**config.mk**
```make
export PLATFORM = sky130hd
export DESIGN_NAME = cavr_ca_vref_control
export DESIGN_NICKNAME = d
export VERILOG_FILES = /design/src/cavr_setpoint_copy.v /design/src/cavr_ca_vref_control.v
export VERILOG_INCLUDE_DIRS = /design/src
export SDC_FILE = /design/constraint.sdc
export NUM_CORES = 1
export LEC_CHECK = 0
export BUFFER_PORTS_ARGS = -buffer_cell sky130_fd_sc_hd__buf_2
export CAP_MARGIN = 10
export CORE_MARGIN = 5
export CORE_UTILIZATION = 45
export DETAILED_ROUTE_END_ITERATION = 12
export GPL_TIMING_DRIVEN = 0
export HOLD_SLACK_MARGIN = 0.12
export PLACE_DENSITY_LB_ADDON = 0.08
export REMOVE_ABC_BUFFERS = 1
export SYNTH_ARGS = -nofsm -noshare
export SYNTH_HDL_FRONTEND = slang
export SYNTH_HIERARCHICAL = 1
export SYNTH_SLANG_ARGS = --single-unit
```
**constraint.sdc**
```tcl
create_clock -name mclk -period 1.35 [get_ports mclk]
set_clock_uncertainty 0.1 [all_clocks]
set_input_delay 0.2025 -clock mclk [delete_from_list [all_inputs] [get_ports mclk]]
set_output_delay 0.2025 -clock mclk [all_outputs]
set_load 0.005 [all_outputs]
```
**src/cavr_consts.vh**
```
/*
  Constants for the CA reference mode register block: address, field
  positions and reset values.
  Assumes inclusion by bare name from the design files of this block.
*/
`ifndef CAVR_CONSTS_VH
`define CAVR_CONSTS_VH

`define CAVR_ADDR_W         6
`define CAVR_REG_ADDR       6'h0C
`define CAVR_DATA_W         8
`define CAVR_LEVEL_W        6
`define CAVR_LEVEL_LSB      0
`define CAVR_LEVEL_MSB      5
`define CAVR_RANGE_BIT      6
`define CAVR_RSVD_BIT       7
`define CAVR_LEVEL_RESET    6'h0D
`define CAVR_RANGE_RESET    1'h1
`define CAVR_LEVEL_MAX      6'h32
`define CAVR_DQ_W           16

`endif

```
**src/cavr_setpoint_copy.v**
```verilog
/*
  One set point copy of the CA reference register: level code and range.
  Assumes the caller gates the write strobe with the set point selection.
*/
`include "cavr_consts.vh"

module cavr_setpoint_copy (
  // Clock and reset
  input  wire                        mclk,
  input  wire                        sys_rst,
  // Write port
  input  wire                        wr_en,
  input  wire [`CAVR_DATA_W-1:0]     wr_data,
  // Stored content
  output reg  [`CAVR_LEVEL_W-1:0]    level,
  output reg                         range_sel
);

  always @(posedge mclk or posedge sys_rst) begin
    if (sys_rst) begin
      level     <= `CAVR_LEVEL_RESET;
      range_sel <= `CAVR_RANGE_RESET;
    end else if (wr_en) begin
      // Level and range land together in one write
      level     <= wr_data[`CAVR_LEVEL_MSB:`CAVR_LEVEL_LSB];
      range_sel <= wr_data[`CAVR_RANGE_BIT];
    end
  end

endmodule // cavr_setpoint_copy

```
**src/cavr_ca_vref_control.v**
```verilog
/*
  CA reference mode register (ca_vref_control), held in two set point
  copies, reached by mode register write and read commands.
  Assumes the command decoder delivers one-cycle strobes with address and
  operand, and supplies the set point select bits from the set point
  control register, all synchronous to mclk.
  A read answers one cycle after its strobe; a write reaches the applied
  outputs two cycles after its strobe when the operate-select copy is hit.
  A write and a read in the same cycle return the value held before it.
  Bit seven of a write is dropped; it always reads back as zero.
*/
// Notes on behaviour
// - Two copies; access uses write-select copy
// - Operate from copy chosen by operate-select
// - Inactive copy writes leave operation unchanged
// - Read drives register bits onto DQ[7:0]
// - Reserved bit and unused lines read zero
// - Level write targets copy by write-select
// - Bit six picks range; range one default
// - Writing bit six switches the range
// - Values held until overwrite or reset
`include "cavr_consts.vh"

module cavr_ca_vref_control #(
  parameter DQ_W = `CAVR_DQ_W
) (
  // Clock and reset
  input  wire                        mclk,
  input  wire                        sys_rst,
  // Mode register commands
  input  wire                        mode_register_write_cmd,
  input  wire                        mode_register_read_cmd,
  input  wire [`CAVR_ADDR_W-1:0]     mode_register_address_field,
  input  wire [`CAVR_DATA_W-1:0]     operand_bits,
  // Set point selection from the set point control register
  input  wire                        setpoint_write_select,
  input  wire                        setpoint_operate_select,
  // Read data
  output reg  [DQ_W-1:0]             rd_dq,
  output reg                         rd_valid,
  // Applied reference setting
  output reg  [`CAVR_LEVEL_W-1:0]    ca_reference_level,
  output reg                         ca_reference_range_select,
  // Level code outside the defined set seen on a write
  output reg                         level_code_reserved
);

  // Width of the read lines above the register image
  localparam PAD_W = DQ_W - `CAVR_DATA_W;

  // Decoded command strobes
  wire                       hit;
  wire                       rd_hit;
  wire                       wr_hit;
  wire                       wr0;
  wire                       wr1;
  // Stored content of both set point copies
  wire [`CAVR_LEVEL_W-1:0]   level0;
  wire [`CAVR_LEVEL_W-1:0]   level1;
  wire                       range0;
  wire                       range1;
  // Copy seen by the command bus and copy that drives the receiver
  reg  [`CAVR_DATA_W-1:0]    sel_image;
  reg  [`CAVR_LEVEL_W-1:0]   op_level;
  reg                        op_range;
  // Next values of the registered outputs
  reg  [DQ_W-1:0]            next_rd_dq;
  reg                        next_rd_valid;
  reg  [`CAVR_LEVEL_W-1:0]   next_ca_reference_level;
  reg                        next_ca_reference_range_select;
  reg                        next_level_code_reserved;

  // True when a command carries this register's address
  function addr_hit;
    input [`CAVR_ADDR_W-1:0] addr;
    begin
      addr_hit = (addr == `CAVR_REG_ADDR);
    end
  endfunction

  // Builds the read image; the reserved bit is always zero
  function [`CAVR_DATA_W-1:0] image;
    input                     rng;
    input [`CAVR_LEVEL_W-1:0] lvl;
    begin
      image = {1'b0, rng, lvl};
    end
  endfunction

  // Level of set point one when sel is high, else of set point zero
  function [`CAVR_LEVEL_W-1:0] pick_level;
    input                     sel;
    input [`CAVR_LEVEL_W-1:0] lvl0;
    input [`CAVR_LEVEL_W-1:0] lvl1;
    begin
      if (sel) begin
        pick_level = lvl1;
      end else begin
        pick_level = lvl0;
      end
    end
  endfunction

  // Range of set point one when sel is high, else of set point zero
  function pick_range;
    input sel;
    input rng0;
    input rng1;
    begin
      if (sel) begin
        pick_range = rng1;
      end else begin
        pick_range = rng0;
      end
    end
  endfunction

  // Codes above the top defined level are reserved
  function code_reserved;
    input [`CAVR_LEVEL_W-1:0] lvl;
    begin
      code_reserved = (lvl > `CAVR_LEVEL_MAX);
    end
  endfunction

  assign hit    = addr_hit(mode_register_address_field);
  assign rd_hit = mode_register_read_cmd & hit;
  assign wr_hit = mode_register_write_cmd & hit;
  // Other addresses fall through with no effect on either copy
  assign wr0    = wr_hit & ~setpoint_write_select;
  assign wr1    = wr_hit & setpoint_write_select;

  // One physical copy per set point; a write strobe reaches only one
  cavr_setpoint_copy u_copy0 (
    .mclk      (mclk),
    .sys_rst   (sys_rst),
    .wr_en     (wr0),
    .wr_data   (operand_bits),
    .level     (level0),
    .range_sel (range0)
  );

  cavr_setpoint_copy u_copy1 (
    .mclk      (mclk),
    .sys_rst   (sys_rst),
    .wr_en     (wr1),
    .wr_data   (operand_bits),
    .level     (level1),
    .range_sel (range1)
  );

  // Reads follow the write-select copy, not the operating one, so either
  // copy can be checked over the bus without disturbing the receiver
  always @* begin
    sel_image = image(pick_range(setpoint_write_select, range0, range1),
                      pick_level(setpoint_write_select, level0, level1));
    op_level  = pick_level(setpoint_operate_select, level0, level1);
    op_range  = pick_range(setpoint_operate_select, range0, range1);
  end

  always @* begin
    // Answer only this register's address; others stay silent
    next_rd_valid = rd_hit;
    if (rd_hit) begin
      // Upper lines zero-filled
      next_rd_dq = {{PAD_W{1'b0}}, sel_image};
    end else begin
      // Lines stay low between reads, so no stale image lingers
      next_rd_dq = {DQ_W{1'b0}};
    end
    // Only the operate-select copy reaches the receiver
    next_ca_reference_level        = op_level;
    next_ca_reference_range_select = op_range;
    // Flags a controller slip; the code is stored regardless
    next_level_code_reserved       = wr_hit &
      code_reserved(operand_bits[`CAVR_LEVEL_MSB:`CAVR_LEVEL_LSB]);
  end

  // Read answer: one cycle after the strobe, for one cycle
  always @(posedge mclk or posedge sys_rst) begin
    if (sys_rst) begin
      rd_valid <= 1'b0;
    end else begin
      rd_valid <= next_rd_valid;
    end
  end

  always @(posedge mclk or posedge sys_rst) begin
    if (sys_rst) begin
      rd_dq <= {DQ_W{1'b0}};
    end else begin
      rd_dq <= next_rd_dq;
    end
  end

  // Applied setting lags the stored copy by one cycle; the extra stage
  // keeps the receiver input free of the select mux and write decode
  always @(posedge mclk or posedge sys_rst) begin
    if (sys_rst) begin
      ca_reference_level <= `CAVR_LEVEL_RESET;
    end else begin
      ca_reference_level <= next_ca_reference_level;
    end
  end

  always @(posedge mclk or posedge sys_rst) begin
    if (sys_rst) begin
      ca_reference_range_select <= `CAVR_RANGE_RESET;
    end else begin
      ca_reference_range_select <= next_ca_reference_range_select;
    end
  end

  // Status pulse, one cycle per offending write
  always @(posedge mclk or posedge sys_rst) begin
    if (sys_rst) begin
      level_code_reserved <= 1'b0;
    end else begin
      level_code_reserved <= next_level_code_reserved;
    end
  end

endmodule // cavr_ca_vref_control

```
# Word-level counts from Yosys, hierarchy flattened
# Index checks and enable logic that the tools add are counted.
# W data, S select, Z words.
# classes
n_lt_le_gt_ge	1
n_eq_ne	1
muxes	5
bitwise	6
# ops
operator	n
$mux W6	2
$mux W7	1
$eq A6 B4 Y1 const B	1
$gt A6 B6 Y1 const B	1
$and A1 B1 Y1	5
$mux W1	2
$not A1 Y1	1
# word_totals
reg_bits	39
input_bits	20
output_inout_bits	25
word_cells	22

# Logic depth before layout (Yosys ltp)
# logic_depth
ltp_word	3
depth_mapped	5
ltp_nobuf	3

# Hierarchy
# The synthesis kept the hierarchy.
# by_module_without_submodules
mod	instances	cells_each	area_per_inst_um2	seq_area_each_um2
cavr_ca_vref_control	1	62	798.3	405.4
cavr_setpoint_copy	2	16	300.3	180.2

# Worst setup path before layout
# Ideal clock, no wire load.
# synth_path
path_type	in2reg
start	in mode_register_address_field[0]
end	reg u_copy0.level[1]
setup_ns	0.125
arrival_ns	1.288
required_ns	1.125
path_slack_ns	-0.163
path_stages	5
n_path_buf	2
cell_sequence	nand4bb_1 -> buf_2 -> nor3_1 -> buf_6 -> mux2_4
# synth_between
elab_chain_cells	3
# synth_rtl
element	line_no	rtl
start: declaration	cavr_ca_vref_control.v:33	input wire [`CAVR_ADDR_W-1:0] mode_register_address_field,
$eq A6 B4 Y1 (no line)	--	
$and A1 B1 Y1	cavr_ca_vref_control.v:128	assign wr_hit = mode_register_write_cmd & hit;
$and A1 B1 Y1	cavr_ca_vref_control.v:130	assign wr0 = wr_hit & ~setpoint_write_select;
via wr0	cavr_ca_vref_control.v:55	wire wr0;
end signal: assignment	cavr_setpoint_copy.v:21	level <= `CAVR_LEVEL_RESET;
end signal: assignment	cavr_setpoint_copy.v:25	level <= wr_data[`CAVR_LEVEL_MSB:`CAVR_LEVEL_LSB];
end: declaration	cavr_setpoint_copy.v:15	output reg [`CAVR_LEVEL_W-1:0] level,
# The timed path passes the listed nets, and every way through them passes these cells.
# A chain may end at the register's enable or synchronous reset.

# Final worst setup path
# layout_path
start	in mode_register_address_field[5]
end	reg u_copy0.level[5]
# The elaborated chain is that of the path after synthesis.

==> summary.md <==
| Metric | Value |
|---|---|
| Synth area leader | `dfrtp_1` |
| Worst slew pin tran | `616.0 ps` |
| Final setup violation count | `0` |
| Reg2reg end | `rd_dq[0]` |
| Largest net degree at the start of global routing | `17` |
| Total Neg Setup Slack | `0 ps` |
| Root Buffer | `clkbuf_4` |
| Die height | `65.76 um` |
| Min-Delay Path Class | `in -> reg` |
| Int Power | `0.001485 W` |
| IO Port Bufs | `34` |
| Register area share after synthesis | `0.5474` |
| Endpoints failing hold | `0` |
| Area contributors post-synth | `dfrtp_1, dfstp_2, mux2_4` |
| Worst Setup EP | `u_copy0/level[5]` |
| Vias in the first global route | `893` |
| CTS hold repair buffers | `8` |
| Total I/O pin count | `45` |
| Drt total wl | `2.569 mm` |
| Worst path slowest cell | `or3b_4` |
| CP required | `1470 ps` |
| Top-area cell type share of the netlist area | `0.3220` |
| Die span in x | `65.76 um` |
| Comb pwr share | `0.118` |
| Core Footprint | `3028 um2` |
| RSZ-0062 raised after global routing | `no` |
| Cell Area, Synth | `1399 um2` |
| DRC errors left | `0` |
| Final ANT Viol Nets | `0` |
| Sw Pwr | `0.0004459 W` |
| Final nets | `160` |
| GPL Wtd Cong | `0.6627` |
| Worst path top cell family by delay | `simple AND/OR/NAND/NOR gates` |
| Startpoint Class | `input port` |
| Critical path buffer and inverter count | `2` |
| H-Tree Depth | `2` |
| First-pass GRT wire length | `4.181 mm` |
| Slew Limit Fails | `0` |
| Worst vdd ir | `0.0007562 V` |
| Avg Inst Size Synth | `14.88 um2` |
| Sequential power share | `0.520` |
| Post-DP HPWL | `1.900 mm` |
| Unique masters post-synth | `19` |
| Register clock-pin slew on the reported worst setup and hold paths | `100 ps` |
| Relative slew slack | `0.5889` |
| Synthesis-stage register bit count | `30` |
| Drt pass-1 iters | `4` |
| Final Cycle Share | `0.9605` |
| Ant diodes | `0` |
| Starting Density | `0.4620` |
| CP Launch Point | `mode_register_address_field[5]` |
| Via density | `4.486` |
| Core Util, Final | `0.5826` |
| 1st-iter DRT viols | `18` |
| Register-to-Register Path Depth | `2` |
| CP Depth | `5` |
| Clock share of power | `0.361` |
| GRT Total Usage | `0.1388` |
| Arrival time worst endpoint | `1420 ps` |
| Layout cells sized above 1 | `0.6454` |
| Design Power | `0.001931 W` |
| Die Area | `4324 um2` |
| Critical path fanouts, max | `3` |
| Initial antenna violation count | `0` |
| Vias | `830` |
| Layout area overhead | `26.12%` |
| Sw Share | `0.2309` |
| Fmax | `771.2 MHz` |
| CTS tree | `built` |
| GRT overflow | `0` |
| R2R setup slack | `410 ps` |
| Mapped Cells | `94` |
| Critical path's largest stage delay | `440 ps` |
| # rows | `20` |
| Mean routed wirelength per cell | `13.89 um` |
| Critical path type | `in -> reg` |
| Syn. warnings | `6` |
| CTS Buffer Depth | `2` |
| Crit-path cells | `buf_2, or3b_4, nor3_4, buf_4, mux2_4` |
| Num CTS Buffers | `5` |
| Pwr Density | `1095 nW/um2` |
| CP endpoint kind | `register` |
| Lkg Pwr | `0.8766 nW` |
| Post-layout min period | `1297 ps` |
| Outcome | `finished, final reports clean` |
| Max cap viols | `0` |
| FF-to-FF Start | `u_copy0/level[0]` |
| Worst skew pair latency | `330 ps` |
| Clock sinks | `30` |
==> state kept, by name (all words and copies together) (netlist names) <==
register and cells:
rd_dq 7, ca_reference_level 6, u_copy0/level 6, u_copy1/level 6, ca_reference_range_select 1, level_code_reserved 1, rd_valid 1, u_copy0/range_sel 1
u_copy1/range_sel 1
==> routing by layer <==
metal,share of wire,vias to the layer above,GRT usage,routed length (um)
met4,0.0093,0,0.05440,24
met5,0,-,0,0
met1,0.43,395,0.1688,1112
met2,0.47,38,0.2103,1210
met3,0.086,2,0.06667,221
li1,-,395,-,-
==> cell families (layout without fill, tap and decap cells) <==
logic type	count (synthesis)	after routing	synth area share
buffers and inverters	19	58	0.09391
AND/OR/NAND/NOR	15	15	0.09391
multiplexers	28	28	0.2567
flip-flops	30	30	0.5474
other	1	9	0.002681
AO/OA/AOI/OAI	1	1	0.005369
==> worst reg2reg max path: cells and delay by family (launching register included) <==
family	cells	cell delay, ps
multiplexers	1	90
AND/OR/NAND/NOR	1	110
flip-flops	1	570
==> what timing repair did <==
item                                    4_1_cts  5_1_grt
hold endpoints to repair                     41        1
setup buffers                                 2        0
gates resized for setup                       7        0
endpoints found under the setup margin       14        0
==> cell usage after synthesis <==
cell type	count
nand2_1	1
dfrtp_1	18
dfstp_2	12
nand4bb_1	1
nor2_1	1
mux2_4	14
or3b_4	1
or3b_1	1
nor3_1	2
conb_1	1
mux2_2	7
nor3_2	7
buf_6	3
buf_2	3
a211oi_1	1
nor4_2	1
mux2i_1	7
inv_1	4
buf_4	9
==> cells in the final DEF, fill, tap and decap left out, drive strengths merged, types with 4 or more instances in the layout <==
master and n:
clkbuf 5, mux2 21, dfstp 12, nor3 9, dfrtp 18, inv 4, buf 38, mux2i 7
dlygate4sd3 8, conb 9
==> layout make-up <==
type / instances / area [um2]
clock buffers: 5 / 37.54
clock inverters: 3 / 40.04
flip-flops and latches: 30 / 765.7
multi-input cells: 53 / 570.5
repair buffers: 46 / 280.3
inverters: 4 / 15.01
fillers: 243 / 1264
well taps: 44 / 55.05
==> power by group through the flow <==
stage | registers, W | logic (W) | clock network [W]
after floorplan | 0.00102 | 0.000123 | 0
after detailed placement | 0.00102 | 0.000204 | 0
after CTS | 0.00101 | 0.000232 | 0.000720
final | 0.00101 | 0.000229 | 0.000697
after global routing | 0.00101 | 0.000252 | 0.000761
after global placement | 0.00102 | 0.000202 | 0
==> how the worst min path moves through the flow <==
stage	from	end	cells past startpoint
2_1_floorplan	sys_rst	u_copy0/level[1]	1
3_3_place_gp	sys_rst	u_copy1/level[5]	2
3_5_place_dp	sys_rst	u_copy1/level[4]	2
4_1_cts	mode_register_address_field[4]	level_code_reserved	3
5_1_grt	mode_register_address_field[4]	level_code_reserved	3
6_report	mode_register_address_field[4]	level_code_reserved	3
==> through the flow <==
step | hold WS, ps | area, um2 | worst slack [ps] | cells
floorplan | -97.01 | 1313 | -929.2 | 87
global placement | 78.35 | 1538 | -1525 | 165
detailed placement | 71.77 | 1550 | -1303 | 167
CTS | 93.74 | 1764 | 67.09 | 185
global route | 87.20 | 1764 | 28.48 | 185
finish | 109.8 | 1764 | 53.36 | 185
Note: power is estimated with default switching activity, not from simulation.
